<file path="config.mk">
export PLATFORM = sky130hd
export DESIGN_NAME = cps_pfc_switch_control
export DESIGN_NICKNAME = d
export VERILOG_FILES = /design/src/core/cps_pkg.sv /design/src/core/cps_sync.sv /design/src/core/cps_pfc_switch_control.sv
export SDC_FILE = /design/constraint.sdc
export NUM_CORES = 1
export LEC_CHECK = 0
export BUFFER_PORTS_ARGS = -buffer_cell sky130_fd_sc_hd__buf_2
export CAP_MARGIN = 20
export CORE_MARGIN = 10
export CORE_UTILIZATION = 62
export CTS_BUF_LIST = sky130_fd_sc_hd__clkbuf_8
export CTS_CLUSTER_DIAMETER = 150
export DETAILED_ROUTE_END_ITERATION = 10
export GPL_ROUTABILITY_DRIVEN = 0
export PLACE_DENSITY = 0.82
export SLEW_MARGIN = 0
export SYNTH_ARGS = -nofsm -noshare
export SYNTH_HDL_FRONTEND = slang
export SYNTH_HIERARCHICAL = 1
export SYNTH_SLANG_ARGS = --single-unit
</file>
<file path="constraint.sdc">
create_clock -name sys_clk_i -period 2.39 [get_ports sys_clk_i]
set_input_delay 0.239 -clock sys_clk_i [delete_from_list [all_inputs] [get_ports sys_clk_i]]
set_output_delay 0.239 -clock sys_clk_i [all_outputs]
set_load 0.02 [all_outputs]
</file>
<file path="src/core/cps_pkg.sv">
package cps_pkg;
    // timebase: one system clock cycle in ns at 25 MHz
    localparam int CLK_NS        = 40;
    // longest gate off-time before a forced turn-on, in ns
    localparam int RESTART_NS    = 150000;
    // least time after a gate rise before a zero-current edge counts, in ns
    localparam int BLANK_NS      = 3300;
    // off-time counts, rounded down for the longest wait
    localparam int RESTART_CYC_I = RESTART_NS / CLK_NS;
    // blanking counts, rounded up because it is a least time
    localparam int BLANK_CYC_I   = (BLANK_NS + CLK_NS - 1) / CLK_NS;
    localparam logic [11:0] RESTART_LAST = 12'(RESTART_CYC_I - 1);
    localparam logic [6:0]  BLANK_CYC    = 7'(BLANK_CYC_I);
    // number of asynchronous comparator flags in the shared synchroniser bank
    localparam int SYNC_W = 13;

    // switching sequencer states
    typedef enum logic [1:0] {
        ST_IDLE = 2'b00,   // inhibited, gate held off
        ST_OFF  = 2'b01,   // gate off, waiting for valley or restart
        ST_ON   = 2'b10    // gate on-period
    } cps_state_e;

    // the whole state of the sequencer
    typedef struct packed {
        cps_state_e  state;     // sequencer state
        logic        enabled;   // supply above start, not yet below stop
        logic        ovp2_lat;  // secondary over-voltage latched
        logic        ovp2_cyc;  // supply dropped below stop while latched
        logic        zcd_flag;  // hysteretic zero-current flag
        logic        zcd_prev;  // previous zero-current flag
        logic        rdy;       // ready level (1 = released)
        logic        rdy_oe;    // ready pin sinking
        logic        low_pwr;   // reduced-consumption request
        logic        gate;      // gate command
        logic [11:0] off_cnt;   // off-time counter
        logic [6:0]  blank_cnt; // blanking counter after gate rise
    } cps_state_s;

    localparam cps_state_s ST_RESET = '0;
endpackage

</file>
<file path="src/core/cps_sync.sv">
// two-flop synchroniser bank for the comparator flags
module cps_sync #(
    parameter int W = 1                 // number of flags
) (
    input  wire logic         sys_clk_i, // system clock
    input  wire logic         arst_n_i,  // async reset, active low
    input  wire logic         ce_i,      // clock enable
    input  wire logic [W-1:0] async_i,   // raw flags
    output logic      [W-1:0] sync_o     // synchronised flags
);
    logic [W-1:0] meta_reg;              // first stage, read only by second

    // both stages freeze with the clock enable like the sequencer state register
    always_ff @(posedge sys_clk_i or negedge arst_n_i) begin
        if (!arst_n_i) begin
            meta_reg <= '0;
            sync_o   <= '0;
        end else if (ce_i) begin
            meta_reg <= async_i;
            sync_o   <= meta_reg;
        end
    end
endmodule // cps_sync

</file>
<file path="src/core/cps_pfc_switch_control.sv">
module cps_pfc_switch_control (
    input  wire logic sys_clk_i,      // system clock, 25 MHz
    input  wire logic arst_n_i,       // async reset, active low
    input  wire logic ce_i,           // clock enable, freezes all state except the constant ready drive flop when low
    input  wire logic vcc_start_i,    // supply above start level
    input  wire logic vcc_stop_i,     // supply below stop level
    input  wire logic vcc_rdy_low_i,  // supply below ready hold level
    input  wire logic vcc_alive_i,    // supply above pin-drive level
    input  wire logic ovp1_i,         // output-sense over-voltage (hysteretic)
    input  wire logic sense_dis_i,    // output-sense below disable level (hysteretic)
    input  wire logic ovp2_i,         // secondary over-voltage input above threshold
    input  wire logic ovp2_clr_i,     // secondary over-voltage input below hysteresis
    input  wire logic zcd_hi_i,       // zero-current input above upper level
    input  wire logic zcd_lo_i,       // zero-current input below lower level
    input  wire logic ton_end_i,      // ramp reached error-amp output
    input  wire logic ocp_i,          // current sense above over-current level
    input  wire logic rdy_hi_i,       // output sense above ready-set level
    input  wire logic rdy_lo_i,       // output sense below ready-clear level
    output logic      gate_o,         // gate command to driver
    output logic      rdy_out_o,      // ready pin drive value (always low)
    output logic      rdy_oe_o,       // ready pin sinks while high
    output logic      low_power_o,    // reduced-consumption request
    output logic      enabled_o,      // supply lockout released
    output logic      ovp2_latched_o, // secondary over-voltage latched
    output logic      zcd_flag_o      // zero-current flag
);
    logic [cps_pkg::SYNC_W-1:0] sync_w;   // synchronised flag bundle
    logic start_s;                        // synced start level
    logic stop_s;                         // synced stop level
    logic vlow_s;                         // synced ready hold level
    logic alive_s;                        // synced pin-drive level
    logic ovp1_s;                         // synced primary over-voltage
    logic dis_s;                          // synced disable
    logic ovp2_s;                         // synced secondary over-voltage
    logic ovp2c_s;                        // synced secondary clear
    logic zhi_s;                          // synced zero-current upper
    logic zlo_s;                          // synced zero-current lower
    logic tend_s;                         // synced on-time end
    logic ocp_s;                          // synced over-current
    logic rhi_s;                          // synced ready set
    logic rlo_s;                          // synced ready clear
    cps_pkg::cps_state_s st_reg;          // registered state
    cps_pkg::cps_state_s st_next;         // next state
    logic inhibit;                        // any condition that blocks the gate
    logic zcd_fall;                       // valid falling edge of zero-current flag
    logic timeout;                        // off-time restart expiry

    // all comparator flags come from the analog domain, so two flops each
    cps_sync #(
        .W (cps_pkg::SYNC_W)
    ) u_sync (
        .sys_clk_i (sys_clk_i),
        .arst_n_i  (arst_n_i),
        .ce_i      (ce_i),
        .async_i   ({vcc_start_i, vcc_stop_i, vcc_rdy_low_i, ovp1_i, sense_dis_i,
                     ovp2_i, ovp2_clr_i, zcd_hi_i, zcd_lo_i, ton_end_i, ocp_i,
                     rdy_hi_i, rdy_lo_i}),
        .sync_o    (sync_w)
    );

    assign {start_s, stop_s, vlow_s, ovp1_s, dis_s, ovp2_s, ovp2c_s,
            zhi_s, zlo_s, tend_s, ocp_s, rhi_s, rlo_s} = sync_w;

    // supply-alive flag kept on its own two flops since it powers the pin logic
    cps_sync #(
        .W (1)
    ) u_sync_alive (
        .sys_clk_i (sys_clk_i),
        .arst_n_i  (arst_n_i),
        .ce_i      (ce_i),
        .async_i   (vcc_alive_i),
        .sync_o    (alive_s)
    );

    // primary over-voltage is a plain level here: no latch, so the gate
    // comes back on its own once the comparator drops, at the next valid valley or restart timer expiry
    assign inhibit  = !st_reg.enabled || dis_s || ovp1_s || st_reg.ovp2_lat
                      || ocp_s;
    // edges inside the blanking window are thrown away, not deferred
    assign zcd_fall = st_reg.zcd_prev && !st_reg.zcd_flag
                      && (st_reg.blank_cnt == 7'h00);
    assign timeout  = (st_reg.off_cnt == cps_pkg::RESTART_LAST);

    // next-state logic for the whole sequencer
    always_comb begin
        st_next = st_reg;

        // supply lockout with start/stop hysteresis
        if (start_s) begin
            st_next.enabled = 1'b1;
        end else if (stop_s) begin
            st_next.enabled = 1'b0;
        end

        // secondary over-voltage: the supply must cycle before release;
        // set wins over clear so a trip in the clearing cycle is kept
        if (st_reg.ovp2_lat && stop_s) begin
            st_next.ovp2_cyc = 1'b1;
        end
        if (ovp2_s) begin
            st_next.ovp2_lat = 1'b1;
        end else if (st_reg.ovp2_lat && st_reg.ovp2_cyc && st_reg.enabled && ovp2c_s) begin
            st_next.ovp2_lat = 1'b0;
            st_next.ovp2_cyc = 1'b0;
        end

        // zero-current flag: two comparators form the hysteresis
        st_next.zcd_prev = st_reg.zcd_flag;
        if (zhi_s) begin
            st_next.zcd_flag = 1'b1;
        end else if (zlo_s) begin
            st_next.zcd_flag = 1'b0;
        end

        // ready level depends on output sense and supply only, not on switching
        if (vlow_s) begin
            st_next.rdy = 1'b0;
        end else if (rhi_s) begin
            st_next.rdy = 1'b1;
        end else if (rlo_s) begin
            st_next.rdy = 1'b0;
        end
        // the pin stays floating until the supply can drive it
        st_next.rdy_oe = alive_s && !st_next.rdy;

        // disabled controller asks the rest of the chip to power down
        st_next.low_pwr = dis_s;

        // blanking counter runs down after each gate rise
        if (st_reg.blank_cnt != 7'h00) begin
            st_next.blank_cnt = st_reg.blank_cnt - 7'h01;
        end

        // switching sequencer
        case (st_reg.state)
            cps_pkg::ST_IDLE: begin
                st_next.off_cnt = 12'h000;
                if (!inhibit) begin
                    // first turn-on comes from the restart timer or a valid valley
                    st_next.state = cps_pkg::ST_OFF;
                end
            end
            cps_pkg::ST_OFF: begin
                st_next.off_cnt = st_reg.off_cnt + 12'h001;
                if (inhibit) begin
                    st_next.state = cps_pkg::ST_IDLE;
                end else if (zcd_fall || timeout) begin
                    st_next.state     = cps_pkg::ST_ON;
                    st_next.off_cnt   = 12'h000;
                    st_next.blank_cnt = cps_pkg::BLANK_CYC;
                end
            end
            cps_pkg::ST_ON: begin
                if (inhibit) begin
                    st_next.state = cps_pkg::ST_IDLE;
                end else if (tend_s) begin
                    st_next.state = cps_pkg::ST_OFF;
                end
            end
            default: begin
                st_next.state = cps_pkg::ST_IDLE;
            end
        endcase

        // gate only while the on-state holds and nothing inhibits
        st_next.gate = (st_next.state == cps_pkg::ST_ON) && !inhibit;
    end

    // single state register, frozen while the clock enable is low
    always_ff @(posedge sys_clk_i or negedge arst_n_i) begin
        if (!arst_n_i) begin
            st_reg <= cps_pkg::ST_RESET;
        end else if (ce_i) begin
            st_reg <= st_next;
        end
    end

    // outputs are direct state bits; the ready drive value is a constant low
    // held in a flop so the pin only ever sinks
    always_ff @(posedge sys_clk_i or negedge arst_n_i) begin
        if (!arst_n_i) begin
            rdy_out_o <= 1'b0;
        end else begin
            rdy_out_o <= 1'b0;
        end
    end

    assign gate_o         = st_reg.gate;
    assign rdy_oe_o       = st_reg.rdy_oe;
    assign low_power_o    = st_reg.low_pwr;
    assign enabled_o      = st_reg.enabled;
    assign ovp2_latched_o = st_reg.ovp2_lat;
    assign zcd_flag_o     = st_reg.zcd_flag;
endmodule // cps_pfc_switch_control

</file>
==> impl_metrics.toml <==
[floorplanning]
fp.dieH_um = 87.9
die_w_um = 87.9
die_area_mm2 = 0.00773
start_util_pct = 64.8
pin_count = 24
fp.coreArea_mm2 = 0.00441
num_rows = 24

[clock_tree]
cts_htree_levels = 3
clock_latency_ps = 330
clockBufferDepth = 2
cts_tree = "yes"
cts-resized-gates = 0
cts-root-buf = "clkbuf_8"
post_cts_buffers = 0
cts_buffers = 9
cts.sink_count = 58
hold_buffers = 0
clk_pin_slew_ps = 70

[power_and_ir_drop]
p_per_area_mw_per_mm2 = 830
vdd_ir_drop_max_mv = 0.681
leakage_nw = 1.45

[global_route]
antenna_found_initial = 0
grt_overflow_total = 0
grt_first_pass_wirelength_um = 9560
grt_max_degree = 59
grt_pass1_vias = 1968
grtUsageTotal_pct = 15.9

[timing]
rsz0062_at_grt = "no"
fin_setup_tns_ps = 0
drv_slew = 0
hold_viol = 0
fin_crit_sh_pct = 84.4
tightestPinTransition_ps = 712
clock.fmax_mhz = 496
fin_skew_ps = 4.19
setup_viol = 0
period_minus_slack_ps = 2020
layout_setup_ws_ps = 373
maxSlewHeadroom_pct = 52.5

[status]
status = "complete, no violations"

[critical_path]
path_class = "flip-flop to flip-flop"
cp-start-kind = "flip-flop"
worstPathRequired_ps = 2660
rrSetupSlack_ps = 370
cp-end-kind = "flip-flop"
crit_top_cell = "o211ai_1"
worstPathCellList = "inv_1 > ha_1 > or3b_1 > nor3_1 > o211ai_1 > o211ai_1 > mux2_2"
r2r-start = "st_reg[0]$_DFFE_PN0P_"
crit_slowest_cell = "or3b_1"
cp_top_family = "simple AND/OR/NAND/NOR gates"
slowest_delay_ps = 410
critical_path_arrival_ps = 2290
critPathBufInv = 1
r2r-end = "st_reg[0]$_DFFE_PN0P_"
crit_fanout = 5
reg2reg_depth = 7

[yosys]
synth-main-ff-cell = "dfrtp_1"
netlist_instances = 235
yosysWarningCount = 6
syn_area_mm2 = 0.00286
synth_edf_count = 0
synth_cell_types = 52
yosysSeqAreaShare_pct = 50.7
syn_nets = 255
avgSynthCellArea_um2 = 12.2
synth.ff_latch_count = 58
ys_async_sr_fraction_pct = 100

[route]
drt_iter0_drc = 135
dr.pass1.iters = 5
vias_per_cell = 6.02
wire_per_inst_um = 17.2
vias = 1921
drc_errors = 0
drt_wl_total_um = 5500
ant_nets = 0

[final_layout]
syn2layout_area_growth_pct = 11.5
final_layout_size_suffix_gt1_share_pct = 30.7
antenna_cells = 0
final_cells = 319
largest_register_ffs = 24
nets = 282

[min_path]
hold_class = "input pin to async pin"

[placed_design]
io_buffers = 22
pre_cts_ws_ps = 391
dpl.cell_count = 303
hpwl_um = 3700

[run]
drv_cap = 0
==> power breakdown <==
| part | internal, mW | switching [mW] | total [mW] |
|---|---|---|---|
| clock | 0.607 | 0.379 | 0.986 |
| combinational | 0.215 | 0.203 | 0.418 |
| sequential | 1.12 | 0.124 | 1.24 |
==> stage by stage <==
| stage | util, % | hold WS [ps] | instance area [µm²] | total power [mW] |
|---|---|---|---|---|
| after floorplan | - | -56.6 | 2860 | 1.55 |
| after global placement | 67.3 | 420 | 2970 | 1.65 |
| after detailed placement | 67.3 | 426 | 2970 | 1.67 |
| after CTS | 72.3 | 61.6 | 3190 | 2.68 |
| after global routing | 72.3 | 82.9 | 3190 | 2.79 |
| final | 72.3 | 45.9 | 3190 | 2.65 |
==> cell usage in the layout, fill, tap and decap left out, types with 3 or more instances in the layout <==
master / netlist / routed
dfrtp_1: 58 / 58
buf_2: 0 / 22
mux2_4: 20 / 20
nand2_1: 18 / 18
mux2_2: 12 / 12
o21ai_0: 11 / 11
nor2_1: 11 / 11
clkbuf_8: 0 / 10
inv_1: 7 / 9
nor3_1: 7 / 7
nand3_1: 7 / 7
o31ai_1: 5 / 5
a22o_1: 5 / 5
nand2b_1: 4 / 4
nand4_1: 4 / 4
a21oi_1: 4 / 4
o2bb2ai_1: 4 / 4
nor4_1: 3 / 3
and2_1: 3 / 3
mux2i_1: 3 / 3
a31oi_1: 3 / 3
ha_1: 3 / 3
buf_4: 2 / 3
==> cells by family after synthesis <==
logic type	after synthesis	share of synthesized area, %
other cells	1	0.131
buf+inv	16	4.02
fa+ha+maj	3	1.31
flops	58	50.7
compound gates	46	12.7
simple gates	76	14.8
mux	35	16.3
==> how the worst max path moves through the flow <==
| stage | slack (ps) | cells after the start | endpoint | from |
|---|---|---|---|---|
| after floorplan | 570 | 7 | st_reg[0]$_DFFE_PN0P_ | st_reg[0]$_DFFE_PN0P_ |
| after global placement | 460 | 7 | st_reg[0]$_DFFE_PN0P_ | st_reg[0]$_DFFE_PN0P_ |
| after detailed placement | 390 | 7 | st_reg[0]$_DFFE_PN0P_ | st_reg[0]$_DFFE_PN0P_ |
| after CTS | 380 | 7 | st_reg[0]$_DFFE_PN0P_ | st_reg[0]$_DFFE_PN0P_ |
| after global routing | 180 | 7 | st_reg[0]$_DFFE_PN0P_ | st_reg[0]$_DFFE_PN0P_ |
| final | 370 | 7 | st_reg[0]$_DFFE_PN0P_ | st_reg[0]$_DFFE_PN0P_ |
==> layout make-up <==
cell class,count,area (µm²)
multi-input cells,161,1290
repair buffers,25,133
fillers,286,1220
clock buffers,10,138
flip-flops and latches,58,1450
inverters,7,26.3
well taps,52,65.1
clock inverters,6,82.6
==> per-layer routing <==
layer / global-route usage [%] / routed length, µm
met1: 18.8 / 2460
met2: 24.9 / 2710
met3: 7.06 / 302
met4: 5.94 / 26
met5: 0 / 0
==> cells in the mapped netlist, types with 2 or more instances <==
library cell | count | share of area [%]
nand2b_1 | 4 | 0.87
o211ai_1 | 2 | 0.52
nor3b_1 | 2 | 0.52
nor2_1 | 11 | 1.4
o21ai_0 | 11 | 1.9
mux2i_1 | 3 | 1.0
nand2_1 | 18 | 2.4
mux2_2 | 12 | 4.7
buf_12 | 2 | 1.4
nand4b_1 | 2 | 0.61
and3_1 | 2 | 0.44
nand4_1 | 4 | 0.87
inv_1 | 7 | 0.92
nor3_1 | 7 | 1.2
or4_4 | 2 | 0.79
a21oi_1 | 4 | 0.70
dfrtp_1 | 58 | 51
a22o_1 | 5 | 1.5
mux2_4 | 20 | 10
nand3_1 | 7 | 1.2
buf_4 | 2 | 0.52
and2_1 | 3 | 0.66
nor4_1 | 3 | 0.66
a21o_1 | 2 | 0.52
o31ai_1 | 5 | 1.3
o2bb2ai_1 | 4 | 1.2
clkbuf_1 | 3 | 0.39
a31oi_1 | 3 | 0.66
ha_1 | 3 | 1.3
buf_6 | 2 | 0.79
Note: power is estimated with default switching activity, not from simulation.
